===== src/rtl/sdcs_consts.vh =====
`ifndef SDCS_CONSTS_VH
`define SDCS_CONSTS_VH
// Register byte offsets
`define SDCS_OFF_CTL 12'h000
`define SDCS_OFF_TIM 12'h004
`define SDCS_OFF_EXT 12'h008
`define SDCS_OFF_SPC 12'h00c
`define SDCS_OFF_STAT 12'h010
// Control register fields
`define SDCS_CTL_REFRESH_ENABLE 0
`define SDCS_CTL_TCL 1
`define SDCS_CTL_BSZ 2
`define SDCS_CTL_CSZ 4:3
`define SDCS_CTL_RSZ 6:5
`define SDCS_CTL_WID 8:7
`define SDCS_CTL_MEMORY_TYPE_SELECT 12:9
`define SDCS_CTL_MRSGO 13
`define SDCS_CTL_W 13
`define SDCS_CTL_RST 14'h0000
// Refresh timer fields
`define SDCS_TIM_PER 11:0
`define SDCS_TIM_XRF 13:12
`define SDCS_TIM_RST 14'h05dc
// Timing register fields, 4 bits each
`define SDCS_EXT_TRC 3:0
`define SDCS_EXT_ACTIVATE_TO_RW_COUNT 7:4
`define SDCS_EXT_TRP 11:8
`define SDCS_EXT_ACTIVE_TIME_COUNT 15:12
`define SDCS_EXT_BANK_TO_BANK_COUNT 19:16
`define SDCS_EXT_TWR 23:20
`define SDCS_EXT_PRECHARGE_HIZ_COUNT 27:24
`define SDCS_EXT_RST 32'h0111_3242
// Command spacing fields, 4 bits each
`define SDCS_SPC_READ_TO_READ_COUNT 3:0
`define SDCS_SPC_RD2CL 7:4
`define SDCS_SPC_READ_TO_WRITE_COUNT 11:8
`define SDCS_SPC_MASK 15:12
`define SDCS_SPC_WRITE_TO_WRITE_COUNT 19:16
`define SDCS_SPC_WR2CL 23:20
`define SDCS_SPC_WRITE_TO_READ_COUNT 27:24
`define SDCS_SPC_RST 28'h0101_313
// Commands {ras_n, cas_n, we_n}
`define SDCS_CMD_NOP 3'h7
`define SDCS_CMD_ACT 3'h3
`define SDCS_CMD_RD 3'h5
`define SDCS_CMD_WR 3'h4
`define SDCS_CMD_PRE 3'h2
`define SDCS_CMD_REF 3'h1
`define SDCS_CMD_MRS 3'h0
// Spacing counter slots
`define SDCS_K_ACT 0
`define SDCS_K_RD 1
`define SDCS_K_WR 2
`define SDCS_K_PRE 3
`define SDCS_K_REF 4
`define SDCS_NK 5
// Mode values and geometry
`define SDCS_MRS_CL3 20'h00032
`define SDCS_MRS_CL2 20'h00022
`define SDCS_ROW_BASE 5'd11
`define SDCS_COL_BASE 5'd8
`define SDCS_A10_PIN 10
`define SDCS_BURST 5'd4
`define SDCS_CAP_OFS 3'd4
`define SDCS_NREG 4
`define SDCS_PINS 20
`endif


===== src/rtl/sdcs_top.v =====
// Behaviour
// - Activate drives row plus bank pins only
// - Column cycles keep bank pins valid
// - Latch line 10 at activate, low at rd/wr
// - Pin shift set by bus width and column size
// - Bank bits above row pins, one or two
// - Refresh only when refresh_enable set
// - Refresh selects the regions set in memory type select
// - Close-all always precedes refresh
// - Refreshes paced by programmed refresh period
// - Refresh high priority, current transfer finishes
// - Counter expiry adds extra refreshes
// - Mode load 0032h or 0022h by latency
// - Burst four, sequential, latency field 01x
// - Refresh to activate/mode/refresh spacing
// - Activate to rw, close to activate spacing
// - Read capture at latency plus two
// - Row open time, bank to bank spacing
// - Write recovery and close to high-z
// - Read spacing and mask before write
// - Write to write, close, read spacing
// - Four-word read, extras discarded
// - Pending access may cut read burst
// - Page stays open when idle
//
// The register addresses and register access over AHB-Lite were chosen for this implementation.
`timescale 1ns/10ps
`include "sdcs_consts.vh"
module sdcs_top (
    // Clock and reset
    input wire ref_clk,
    input wire nrst,
    // AHB-Lite slave
    input wire hsel,
    input wire [31:0] haddr,
    input wire [1:0] htrans,
    input wire hwrite,
    input wire [2:0] hsize,
    input wire [31:0] hwdata,
    input wire hready,
    output wire hreadyout,
    output wire hresp,
    output reg [31:0] hrdata,
    // Access requests
    input wire req_valid,
    input wire req_write,
    input wire [1:0] req_region,
    input wire [31:0] req_addr,
    input wire [31:0] req_wdata,
    output reg req_ready,
    output reg rd_valid,
    output reg [31:0] rd_data,
    // SDRAM pins
    output reg [`SDCS_NREG-1:0] sd_cs_n,
    output reg sd_ras_n,
    output reg sd_cas_n,
    output reg sd_we_n,
    output reg [`SDCS_PINS-1:0] sd_addr,
    output reg [`SDCS_PINS-1:0] sd_addr_oe,
    output reg [3:0] sd_be_n,
    output reg [31:0] sd_dq_o,
    output reg sd_dq_oe,
    input wire [31:0] sd_dq_i
);

localparam ST_IDLE = 2'h0;
localparam ST_CLALL = 2'h1;
localparam ST_REF = 2'h2;
localparam ST_MRS = 2'h3;

function [`SDCS_PINS-1:0] fmask;
    input [4:0] n;
    begin
        fmask = ~({`SDCS_PINS{1'b1}} << n);
    end
endfunction

// Row size code 10 is treated like 11
function [4:0] frows;
    input [1:0] rsz;
    begin
        frows = `SDCS_ROW_BASE + {3'h0, rsz[1], rsz[0] & ~rsz[1]};
        if (rsz == 2'h1) begin
            frows = `SDCS_ROW_BASE + 5'd1;
        end
    end
endfunction

function ge;
    input [4:0] since;
    input [3:0] fld;
    input [4:0] extra;
    begin
        ge = since >= ({1'b0, fld} + extra);
    end
endfunction

reg [`SDCS_CTL_W:0] ctl_q;
reg [13:0] tim_q;
reg [31:0] ext_q;
reg [27:0] spc_q;
reg ap_q, apw_q;
reg [11:0] apa_q;
reg [1:0] st_q, st_d;
reg mrs_pend_q;
reg [11:0] ref_cnt_q;
reg [2:0] ref_left_q;
reg page_vld_q;
reg [1:0] page_reg_q;
reg [`SDCS_PINS-1:0] page_rb_q;
reg [4:0] since_q [0:`SDCS_NK-1];
reg [4:0] hi_cnt_q;
reg [7:0] rd_pipe_q;
reg [31:0] dq_s1_q, dq_s2_q;
reg [2:0] cmd_d;
reg [`SDCS_NREG-1:0] cs_d;
reg [`SDCS_PINS-1:0] addr_d, aoe_d;
reg [`SDCS_NK-1:0] issue;
reg be_lo_d;

wire [1:0] ws = ctl_q[`SDCS_CTL_WID];
wire [4:0] nc = `SDCS_COL_BASE + {3'h0, ctl_q[`SDCS_CTL_CSZ]};
wire [4:0] nr = frows(ctl_q[`SDCS_CTL_RSZ]);
wire [4:0] nrb = nr + {4'h0, 1'b1} + {4'h0, ctl_q[`SDCS_CTL_BSZ]};
wire [`SDCS_NREG-1:0] sd_regions = ctl_q[`SDCS_CTL_MEMORY_TYPE_SELECT];
wire [31:0] wa = req_addr >> ws;
wire [31:0] wa_row = wa >> nc;
wire [`SDCS_PINS-1:0] rb_cur = wa_row[`SDCS_PINS-1:0] & fmask(nrb);
wire [`SDCS_PINS-1:0] bank_pins = page_rb_q & fmask(nrb) & ~fmask(nr);
wire hit = page_vld_q && page_reg_q == req_region && page_rb_q == rb_cur;
wire [2:0] cap_idx = {2'h0, ctl_q[`SDCS_CTL_TCL]} + `SDCS_CAP_OFS;
wire rd_busy = |rd_pipe_q[5:0];
wire [4:0] s_act = since_q[`SDCS_K_ACT];
wire [4:0] s_rd = since_q[`SDCS_K_RD];
wire [4:0] s_wr = since_q[`SDCS_K_WR];
wire [4:0] s_pre = since_q[`SDCS_K_PRE];
wire [4:0] s_ref = since_q[`SDCS_K_REF];

// Row open time before any close
wire close_ok = ge(s_act, ext_q[`SDCS_EXT_ACTIVE_TIME_COUNT], 5'd1) && ge(s_wr, ext_q[`SDCS_EXT_TWR], 5'd1)
    && ge(s_rd, spc_q[`SDCS_SPC_RD2CL], 5'd1) && ge(s_wr, spc_q[`SDCS_SPC_WR2CL], 5'd1);
// Close to activate, mode or refresh
wire pre_ref_ok = ge(s_pre, ext_q[`SDCS_EXT_TRP], 5'd1) && ge(s_ref, ext_q[`SDCS_EXT_TRC], 5'd1);
wire act_ok = pre_ref_ok && ge(s_act, ext_q[`SDCS_EXT_BANK_TO_BANK_COUNT], 5'd2);
wire rd_ok = ge(s_act, ext_q[`SDCS_EXT_ACTIVATE_TO_RW_COUNT], 5'd1) && ge(s_rd, spc_q[`SDCS_SPC_READ_TO_READ_COUNT], 5'd1)
    && ge(s_wr, spc_q[`SDCS_SPC_WRITE_TO_READ_COUNT], 5'd1);
// Read to write and mask hold
wire wr_ok = ge(s_act, ext_q[`SDCS_EXT_ACTIVATE_TO_RW_COUNT], 5'd1) && ge(s_rd, spc_q[`SDCS_SPC_READ_TO_WRITE_COUNT], 5'd1)
    && ge(hi_cnt_q, spc_q[`SDCS_SPC_MASK], 5'd1) && ge(s_wr, spc_q[`SDCS_SPC_WRITE_TO_WRITE_COUNT], 5'd1)
    && ge(s_pre, ext_q[`SDCS_EXT_PRECHARGE_HIZ_COUNT], 5'd1);

assign hreadyout = 1'b1;
assign hresp = 1'b0;

function [31:0] fread;
    input [11:0] a;
    begin
        case (a)
            `SDCS_OFF_CTL: fread = {18'h0, ctl_q};
            `SDCS_OFF_TIM: fread = {18'h0, tim_q};
            `SDCS_OFF_EXT: fread = ext_q;
            `SDCS_OFF_SPC: fread = {4'h0, spc_q};
            `SDCS_OFF_STAT: fread = {11'h0, st_q, page_vld_q, ref_left_q, mrs_pend_q, ref_cnt_q, 2'h0};
            default: fread = 32'h0;
        endcase
    end
endfunction

// AHB slave, zero wait states
always @(posedge ref_clk or negedge nrst) begin
    if (!nrst) begin
        ap_q <= 1'b0;
        apw_q <= 1'b0;
        apa_q <= 12'h000;
        hrdata <= 32'h0;
        ctl_q <= `SDCS_CTL_RST;
        tim_q <= `SDCS_TIM_RST;
        ext_q <= `SDCS_EXT_RST;
        spc_q <= `SDCS_SPC_RST;
    end else begin
        ap_q <= hsel && htrans[1] && hready;
        apw_q <= hwrite;
        apa_q <= haddr[11:0];
        if (hsel && htrans[1] && hready && !hwrite) begin
            hrdata <= fread(haddr[11:0]);
        end
        if (ap_q && apw_q) begin
            case (apa_q)
                `SDCS_OFF_CTL: ctl_q <= {1'b0, hwdata[`SDCS_CTL_W-1:0]};
                `SDCS_OFF_TIM: tim_q <= hwdata[13:0];
                `SDCS_OFF_EXT: ext_q <= hwdata;
                `SDCS_OFF_SPC: spc_q <= hwdata[27:0];
                default: ctl_q <= ctl_q;
            endcase
        end
    end
end

// Command scheduler
always @* begin
    st_d = st_q;
    cmd_d = `SDCS_CMD_NOP;
    cs_d = {`SDCS_NREG{1'b1}};
    addr_d = {`SDCS_PINS{1'b0}};
    aoe_d = {`SDCS_PINS{1'b0}};
    issue = {`SDCS_NK{1'b0}};
    req_ready = 1'b0;
    be_lo_d = 1'b0;
    case (st_q)
        ST_IDLE: begin
            if (mrs_pend_q || ref_left_q != 3'h0) begin
                if (!rd_busy) begin
                    st_d = ST_CLALL;
                end
            end else if (req_valid) begin
                cs_d[req_region] = 1'b0;
                if (hit && (req_write ? wr_ok : rd_ok)) begin
                    addr_d = (wa[`SDCS_PINS-1:0] & fmask(nc) & ~(20'h1 << `SDCS_A10_PIN)) | bank_pins;
                    aoe_d = fmask(nrb);
                    cmd_d = req_write ? `SDCS_CMD_WR : `SDCS_CMD_RD;
                    issue[`SDCS_K_RD] = !req_write;
                    issue[`SDCS_K_WR] = req_write;
                    be_lo_d = 1'b1;
                    req_ready = 1'b1;
                end else if (page_vld_q && !hit && close_ok) begin
                    cs_d = {`SDCS_NREG{1'b1}};
                    cs_d[page_reg_q] = 1'b0;
                    addr_d = bank_pins;
                    aoe_d = fmask(nrb);
                    cmd_d = `SDCS_CMD_PRE;
                    issue[`SDCS_K_PRE] = 1'b1;
                end else if (!page_vld_q && act_ok) begin
                    // Bank bits sit above the row
                    addr_d = rb_cur;
                    aoe_d = fmask(nrb);
                    cmd_d = `SDCS_CMD_ACT;
                    issue[`SDCS_K_ACT] = 1'b1;
                end else begin
                    cs_d = {`SDCS_NREG{1'b1}};
                end
            end
        end
        ST_CLALL: begin
            if (close_ok) begin
                cs_d = ~sd_regions;
                addr_d[`SDCS_A10_PIN] = 1'b1;
                aoe_d[`SDCS_A10_PIN] = 1'b1;
                cmd_d = `SDCS_CMD_PRE;
                issue[`SDCS_K_PRE] = 1'b1;
                st_d = mrs_pend_q ? ST_MRS : ST_REF;
            end
        end
        ST_REF: begin
            if (pre_ref_ok) begin
                cs_d = ~sd_regions;
                cmd_d = `SDCS_CMD_REF;
                issue[`SDCS_K_REF] = 1'b1;
                if (ref_left_q <= 3'h1) begin
                    st_d = ST_IDLE;
                end
            end
        end
        ST_MRS: begin
            if (pre_ref_ok) begin
                cs_d = ~sd_regions;
                addr_d = ctl_q[`SDCS_CTL_TCL] ? `SDCS_MRS_CL3 : `SDCS_MRS_CL2;
                aoe_d = {`SDCS_PINS{1'b1}};
                cmd_d = `SDCS_CMD_MRS;
                st_d = ST_IDLE;
            end
        end
        default: st_d = ST_IDLE;
    endcase
end

// Saturating spacing counters, 1 on the edge after a command
genvar gk;
generate
    for (gk = 0; gk < `SDCS_NK; gk = gk + 1) begin : g_since
        always @(posedge ref_clk or negedge nrst) begin
            if (!nrst) begin
                since_q[gk] <= 5'h1f;
            end else if (issue[gk]) begin
                since_q[gk] <= 5'h01;
            end else if (since_q[gk] != 5'h1f) begin
                since_q[gk] <= since_q[gk] + 5'h01;
            end
        end
    end
endgenerate

// Sequencer state, refresh timer, page
always @(posedge ref_clk or negedge nrst) begin
    if (!nrst) begin
        st_q <= ST_IDLE;
        mrs_pend_q <= 1'b0;
        ref_cnt_q <= 12'h000;
        ref_left_q <= 3'h0;
        page_vld_q <= 1'b0;
        page_reg_q <= 2'h0;
        page_rb_q <= {`SDCS_PINS{1'b0}};
    end else begin
        st_q <= st_d;
        if (ap_q && apw_q && apa_q == `SDCS_OFF_CTL && hwdata[`SDCS_CTL_MRSGO]) begin
            mrs_pend_q <= 1'b1;
        end else if (st_q == ST_MRS && st_d == ST_IDLE) begin
            mrs_pend_q <= 1'b0;
        end
        if (!ctl_q[`SDCS_CTL_REFRESH_ENABLE]) begin
            ref_cnt_q <= tim_q[`SDCS_TIM_PER];
        end else if (ref_cnt_q == 12'h000) begin
            ref_cnt_q <= tim_q[`SDCS_TIM_PER];
        end else begin
            ref_cnt_q <= ref_cnt_q - 12'h001;
        end
        if (ctl_q[`SDCS_CTL_REFRESH_ENABLE] && ref_cnt_q == 12'h000) begin
            ref_left_q <= 3'h1 + {1'b0, tim_q[`SDCS_TIM_XRF]};
        end else if (issue[`SDCS_K_REF]) begin
            ref_left_q <= ref_left_q - 3'h1;
        end
        // Only a miss or close-all ends the page
        if (issue[`SDCS_K_ACT]) begin
            page_vld_q <= 1'b1;
            page_reg_q <= req_region;
            page_rb_q <= rb_cur;
        end else if (issue[`SDCS_K_PRE]) begin
            page_vld_q <= 1'b0;
        end
    end
end

// Registered pins and read capture
always @(posedge ref_clk or negedge nrst) begin
    if (!nrst) begin
        sd_cs_n <= {`SDCS_NREG{1'b1}};
        {sd_ras_n, sd_cas_n, sd_we_n} <= `SDCS_CMD_NOP;
        sd_addr <= {`SDCS_PINS{1'b0}};
        sd_addr_oe <= {`SDCS_PINS{1'b0}};
        sd_be_n <= 4'hf;
        sd_dq_o <= 32'h0;
        sd_dq_oe <= 1'b0;
        hi_cnt_q <= 5'h1f;
        rd_pipe_q <= 8'h00;
        dq_s1_q <= 32'h0;
        dq_s2_q <= 32'h0;
        rd_valid <= 1'b0;
        rd_data <= 32'h0;
    end else begin
        sd_cs_n <= cs_d;
        {sd_ras_n, sd_cas_n, sd_we_n} <= cmd_d;
        sd_addr <= addr_d;
        sd_addr_oe <= aoe_d;
        // Unmask the four read beats; writes carry one word, rest masked
        sd_be_n <= (be_lo_d || s_rd < `SDCS_BURST) ? 4'h0 : 4'hf;
        sd_dq_o <= req_wdata;
        sd_dq_oe <= issue[`SDCS_K_WR];
        if (be_lo_d || s_rd < `SDCS_BURST) begin
            hi_cnt_q <= 5'h00;
        end else if (hi_cnt_q != 5'h1f) begin
            hi_cnt_q <= hi_cnt_q + 5'h01;
        end
        rd_pipe_q <= {rd_pipe_q[6:0], issue[`SDCS_K_RD]};
        dq_s1_q <= sd_dq_i;
        dq_s2_q <= dq_s1_q;
        rd_valid <= rd_pipe_q[cap_idx];
        if (rd_pipe_q[cap_idx]) begin
            rd_data <= dq_s2_q;
        end
    end
end

endmodule // sdcs_top


===== config.mk =====
export PLATFORM = sky130hd
export DESIGN_NAME = sdcs_top
export DESIGN_NICKNAME = d
export VERILOG_FILES = /design/src/rtl/sdcs_top.v
export VERILOG_INCLUDE_DIRS = /design/src /design/src/rtl
export SDC_FILE = /design/constraint.sdc
export NUM_CORES = 1
export LEC_CHECK = 0
export ABC_AREA = 1
export BUFFER_PORTS_ARGS = -buffer_cell sky130_fd_sc_hd__buf_2
export CAP_MARGIN = 10
export CORE_ASPECT_RATIO = 0.6
export CORE_MARGIN = 2
export CORE_UTILIZATION = 40
export DETAILED_ROUTE_END_ITERATION = 7
export GPL_ROUTABILITY_DRIVEN = 0
export PLACE_DENSITY = 0.6
export SETUP_SLACK_MARGIN = 0.15
export SYNTH_ARGS = -nofsm -noshare
export SYNTH_HDL_FRONTEND = slang
export SYNTH_SLANG_ARGS = --single-unit
export TNS_END_PERCENT = 100

===== constraint.sdc =====
create_clock -name ref_clk -period 7.5 [get_ports ref_clk]
set_input_delay 1.125 -clock ref_clk [delete_from_list [all_inputs] [get_ports ref_clk]]
set_output_delay 1.125 -clock ref_clk [all_outputs]
set_load 0.05 [all_outputs]

==> results_dict.tcl, run 1 <==
set metrics [dict create \
    synth.yosys.seq_area_share_pct 52.15 \
    io_pins 326 \
    layout_skew_ns 0.02443 \
    total_power_w 0.005399 \
    worst_setup_path_start_kind "flop" \
    dpl_cell_area_sq_um 20830 \
    cts_buffers 39 \
    detailed_router_s_first_iteration_violation_count 1336 \
    total_number_of_vias 15506 \
    crit_start "ctl_q[3]" \
    critical_path_arrival_ns 4.08 \
    die_h_um 171.8 \
    fmax_ghz 0.1922 \
    detail_route.wl_per_cell_um 17.94 \
    synth_warnings 0 \
    grt_max_degree 170 \
    post_synth_edffs 0 \
    crit-reg2reg-launch "ctl_q[3]" \
    cts_htree_levels 2 \
    cts_tree "built" \
    drive_above_1_share_pct 21.82 \
    post_synthesis_cell_area_sq_um 18760 \
    synthesis.instances 2059 \
    ir_worst_vdd_mv 0.1836 \
    fin_util_pct 47.88 \
    worst_slew_margin_rel_pct 23.50 \
    nFillCells 4446 \
    vias_per_cell 5.160 \
    worstRegToRegCells 19 \
    outcome "completed" \
    cts_setup_buffers 0 \
    synth_largest_type_area_fraction_pct 43.74 \
    largest_buffer_count_on_any_clock_path 3 \
    ctsResizeCount 0 \
    synthTopCellsByArea "sky130_fd_sc_hd__dfrtp_1 44%, sky130_fd_sc_hd__nand2_1 8.7%, sky130_fd_sc_hd__dfstp_2 8.4%" \
    post-dp-hpwl_um 40000 \
    first_global_vias 14808 \
    timing_worst_slew_pin_value_ns 1.144 \
    yosys.cell_types.count 50 \
    drc 0 \
    synth_top_area_cell "sky130_fd_sc_hd__dfrtp_1" \
    power_density_nw_per_um2 243.4 \
    coreArea_sq_um 46330 \
    dr.pass1.iters 6 \
    clock_latency_ns 0.57 \
    rsz0062_at_grt "no" \
    crit_type "reg -> out" \
    power.static_leakage_nw 11.93 \
    die_w_um 283.6 \
    syn2layout_area_growth_pct 18.23 \
    setup.reg_to_reg.worst_slack_ns 3.72 \
    num-nets-final 2624 \
    drt-total-wl_um 53920 \
    clock_sink_count 388 \
    drv_slew 0 \
    cp-endpoint "req_ready" \
    worstHoldPathCells 0 \
    core.rowCount 61 \
    synthMostInstantiatedCell "sky130_fd_sc_hd__nand2_1" \
    crit-reg2reg-capture "sd_addr_oe[9]" \
    path_clk_slew_ns 0.06 \
    initial_core_util_pct 40.50 \
    io_buffers 299 \
    ant_nets 0 \
    synthesis.area_per_instance_sq_um 9.113 \
    setup_tns_ns 0 \
    maxCapViolCount 0 \
    synth-seq-cells 388 \
    crit_required_ns 6.38 \
    ys_async_sr_fraction_pct 100.0 \
    final_design_area_no_fill_sq_um 22180 \
    postSynthNetCount 2340 \
    dieArea_sq_um 48710 \
    finalWorstPathRequiredPeriod_ns 5.203 \
    globalRouteOverflowTotal 0 \
    grt_first_pass_wirelength_um 83210 \
    hold_viol 0 \
    grt.total_usage_pct 21.79 \
    critPathCaptureType "output port" \
    ys_top_cells_by_count "437 x sky130_fd_sc_hd__nand2_1, 328 x sky130_fd_sc_hd__dfrtp_1, 246 x sky130_fd_sc_hd__inv_1" \
    clock_tree.root_cell "sky130_fd_sc_hd__clkbuf_16" \
    dominantRegCellSynth "sky130_fd_sc_hd__dfrtp_1" \
    holdBufCountCts 0 \
    finalCritPeriodShare_pct 69.37 \
    grt_antenna_before_repair 4 \
    worst_hold_margin_ns 0.3420 \
    setup_viol 0 \
    cp_max_fo 23 \
    hold_path.class "reg -> reg" \
]
## registers in the layout, indices dropped and copies added (netlist names), 3 cells and up
signal / flops
tim_q: 14
dq_s2_q: 32
sd_addr_oe: 20
s_ref: 5
page_rb_q: 20
hi_cnt_q: 5
dq_s1_q: 32
hrdata: 32
sd_dq_o: 32
rd_pipe_q: 6
s_wr: 5
sd_addr: 20
rd_data: 32
s_pre: 5
apa_q: 12
ref_cnt_q: 12
sd_cs_n: 4
s_rd: 5
ext_q: 32
ctl_q: 13
spc_q: 28
s_act: 5
ref_left_q: 3
## power breakdown
part	internal (W)	switching, W
registers	0.00228	0.000115
clock network	0.00116	0.000895
logic	0.000309	0.000638
total	0.00375	0.00165
## routing by layer
layer,part of all wire [%],track usage (%)
met4,2.4,6.418
met1,47,31.66
met3,6.8,4.045
met2,44,33.15
met5,0,0
## how the worst min path moves through the flow
| stage | endpoint | from | slack, ns |
|---|---|---|---|
| final | dq_s2_q[22] | dq_s1_q[22] | 0.34 |
| after global placement | dq_s2_q[25] | dq_s1_q[25] | 0.33 |
| after global routing | dq_s2_q[0] | dq_s1_q[0] | 0.35 |
| after CTS | dq_s2_q[27] | dq_s1_q[27] | 0.35 |
| after floorplan | dq_s2_q[0] | dq_s1_q[0] | 0.33 |
| after detailed placement | dq_s2_q[0] | dq_s1_q[0] | 0.33 |
## cells in the final DEF, fill, tap and decap left out, drive strengths merged, types with 2 or more instances in the layout
cell and count:
clkinvlp 3, mux2 37, nor2 96, bufinv 3
nor3 11, clkbuf 51, xnor2 15, o211ai 7
conb 2, or2 5, nand3 198, nor4 10
xor2 26, clkinv 12, nand2 450, a221oi 9
nand4 45, ha 107, o311ai 6, a31oi 14
dfstp 60, and3 6, o21bai 13, a211oi 2
o22ai 21, dfrtp 328, nand3b 5, inv 255
o21ai 183, a41oi 2, a21oi 67, buf 312
o21a 9
## layout make-up
type	instances	area [sq um]	area share, %
clock buffer	51	1101	4.963
sequential	388	9784	44.11
timing repair buffer	312	1617	7.287
multi-input combinational	1350	7686	34.65
tap	630	788.3	3.553
inverter	252	953.4	4.298
antenna	1	2.502	0.01128
clock inverter	21	251.5	1.134
## worst max-delay path, stage by stage, from the launching register on
cell and delay (ns):
sky130_fd_sc_hd__dfrtp_1 0.89, sky130_fd_sc_hd__inv_1 0.61, sky130_fd_sc_hd__nor2_1 0.29, sky130_fd_sc_hd__nand3_1 0.10, sky130_fd_sc_hd__nand2_1 0.08, sky130_fd_sc_hd__inv_2 0.04
sky130_fd_sc_hd__nand3_1 0.07, sky130_fd_sc_hd__nand2_1 0.05, sky130_fd_sc_hd__inv_1 0.04, sky130_fd_sc_hd__nand2_1 0.04, sky130_fd_sc_hd__nor2_1 0.26, sky130_fd_sc_hd__nand2_1 0.15
sky130_fd_sc_hd__nor2_4 0.16, sky130_fd_sc_hd__nand3_4 0.15, sky130_fd_sc_hd__nor2_4 0.26, sky130_fd_sc_hd__buf_2 0.31
## kinds of logic after synthesis
| logic type | share of synthesized area, % |
|---|---|
| adders and majority gates | 7.135 |
| buffers and inverters | 7.035 |
| AOI/OAI and AO/OA | 9.989 |
| xor gates and xnor gates | 1.914 |
| and+or+nand+nor | 19.52 |
| muxes | 2.221 |
| other | 0.04003 |
| DFF | 52.15 |
## stage by stage
step                instances  setup slack (ns)
floorplan                2059             3.895
global placement         2932             2.996
detailed placement       2932             2.876
CTS                      3004             2.250
global route             3005             1.934
finish                   3005             2.297
No activity file was read; power rests on OpenSTA's default activity.
==> inputs of run 2 (changes only) <==
Settings changed: PLACE_DENSITY 0.6 to 0.63.
Clock period 7.5 ns to 4.6 ns, I/O delays scaled along.
==> run 2 against run 1 <==
  * Clock skew fell by 0.0073 ns
  * Via count is 0.41% higher
  * Non-clock buffer count is 12 higher
  * Hold slack worse by 0.15 ns
  * Combinational power up 65%
  * Cell count is 0.30% higher
  * Worst setup slack lost 1.9 ns
  * Critical path depth did not move
  * Global-route usage fell by 0.19 points
  * Flip-flop and latch count stayed put
  * First-iteration DRC count rose by 12%
  * Critical endpoint unchanged
==> results_dict.tcl, run 2 (same netlist as run 1, synthesis figures left out) <==
set metrics [dict create \
    most-common-layout-cells "437 x sky130_fd_sc_hd__nand2_1, 327 x sky130_fd_sc_hd__dfrtp_1, 298 x sky130_fd_sc_hd__buf_2" \
    finalCritPeriodShare_pct 91.19 \
    insertedDiodeCount 0 \
    holdBufCountCts 0 \
    grt_first_pass_wirelength_um 82670 \
    clock_sink_count 388 \
    power_density_nw_per_um2 386.6 \
    worst_setup_path_start_kind "flop" \
    setup_viol 0 \
    maxCapViolCount 0 \
    clock_tree.root_cell "sky130_fd_sc_hd__clkbuf_16" \
    dr.pass1.iters 5 \
    drt-total-wl_um 53630 \
    grt_max_degree 104 \
    path_clk_slew_ns 0.07 \
    crit-reg2reg-launch "ext_q[1]" \
    outcome "completed" \
    ir_worst_vdd_mv 0.3155 \
    largest_buffer_count_on_any_clock_path 3 \
    detailed_router_s_first_iteration_violation_count 1494 \
    die_w_um 283.6 \
    finalWorstPathRequiredPeriod_ns 4.195 \
    rsz0062_at_grt "no" \
    die_h_um 171.8 \
    grt.total_usage_pct 21.60 \
    globalRouteOverflowTotal 0 \
    detail_route.wl_per_cell_um 17.79 \
    timing_worst_slew_pin_value_ns 1.155 \
    num-nets-final 2636 \
    layout_skew_ns 0.01709 \
    syn2layout_area_growth_pct 18.32 \
    worst_slew_margin_rel_pct 22.80 \
    crit-reg2reg-capture "sd_addr[5]" \
    total_number_of_vias 15569 \
    ant_nets 0 \
    critPathCaptureType "output port" \
    post-dp-hpwl_um 40150 \
    worstRegToRegCells 16 \
    vias_per_cell 5.166 \
    io_buffers 299 \
    layout_commonest_cell "sky130_fd_sc_hd__nand2_1" \
    fmax_ghz 0.2384 \
    clock_latency_ns 0.54 \
    setup.reg_to_reg.worst_slack_ns 1.01 \
    first_global_vias 14737 \
    crit_type "reg -> out" \
    nFillCells 4423 \
    cts_htree_levels 2 \
    hold_viol 0 \
    dieArea_sq_um 48710 \
    total_power_w 0.008584 \
    drive_above_1_share_pct 22.11 \
    io_pins 326 \
    coreArea_sq_um 46330 \
    critical_path_arrival_ns 3.50 \
    drv_slew 0 \
    power.static_leakage_nw 11.95 \
    core.rowCount 61 \
    drc 0 \
    crit_required_ns 3.91 \
    setup_tns_ns 0 \
    cts_buffers 39 \
    cts_tree "built" \
    hold_path.class "in -> async" \
    grt_antenna_before_repair 2 \
    initial_core_util_pct 40.50 \
    cp_max_fo 8 \
]
run 2: what timing repair did:
item / 4_1_cts / 5_1_grt
buffers inserted: 0 / 0
resized for setup: 0 / 4
setup endpoints to repair: 0 / 1
run 2: layout make-up:
class / count / area, sq um / area share [%]
Sequential cell: 388 / 9786 / 44.08
Multi-Input combinational cell: 1350 / 7686 / 34.62
Timing Repair Buffer: 324 / 1744 / 7.856
Clock buffer: 53 / 1109 / 4.993
Inverter: 252 / 953.4 / 4.294
Tap cell: 630 / 788.3 / 3.550
Clock inverter: 17 / 135.1 / 0.6087
run 2: worst max path at each step:
stage	slack, ns	startpoint	cells after the start	to
CTS	0.28	spc_q[0]	12	req_ready
global placement	0.86	spc_q[0]	12	req_ready
detailed placement	0.89	spc_q[0]	12	req_ready
global route	0.18	ctl_q[6]	15	req_ready
floorplan	1.58	spc_q[0]	11	req_ready
finish	0.41	ctl_q[6]	15	req_ready
run 2: per-stage QoR:
stage	cell area [sq um]	hold slack (ns)	utilization, %	setup slack [ns]	cells
after floorplan	18760	0.3312	-	1.579	2059
after global placement	20960	0.3315	45.23	0.8599	2944
after detailed placement	20960	0.3347	45.23	0.8867	2944
after CTS	22200	0.2177	47.92	0.2815	3014
after global routing	22200	0.2138	47.92	0.1763	3014
final	22200	0.1924	47.92	0.4053	3014
run 2: power by group:
| group | internal (W) | leakage, nW | switching [W] |
|---|---|---|---|
| clock | 0.00176 | 0.609 | 0.00136 |
| combinational | 0.000519 | 6.83 | 0.00104 |
| sequential | 0.00372 | 4.51 | 0.000185 |
run 2: per-layer routing:
metal	part of all wire, %	GRT usage (%)
met5	0	0
met4	1.9	5.130
met3	7.6	4.363
met2	44	32.76
met1	46	31.69
run 2: critical path, stage by stage, from the launching register on:
cell	delay, ns
sky130_fd_sc_hd__dfrtp_1	0.49
sky130_fd_sc_hd__nor2_1	0.23
sky130_fd_sc_hd__inv_1	0.09
sky130_fd_sc_hd__ha_1	0.29
sky130_fd_sc_hd__nor2_1	0.19
sky130_fd_sc_hd__inv_1	0.17
sky130_fd_sc_hd__nor2_1	0.24
sky130_fd_sc_hd__inv_1	0.11
sky130_fd_sc_hd__nand4_1	0.10
sky130_fd_sc_hd__nand2_1	0.07
sky130_fd_sc_hd__nor2_1	0.09
sky130_fd_sc_hd__nand2_1	0.09
sky130_fd_sc_hd__nor2_4	0.16
sky130_fd_sc_hd__nand3_4	0.16
sky130_fd_sc_hd__nor2_4	0.20
sky130_fd_sc_hd__buf_2	0.29
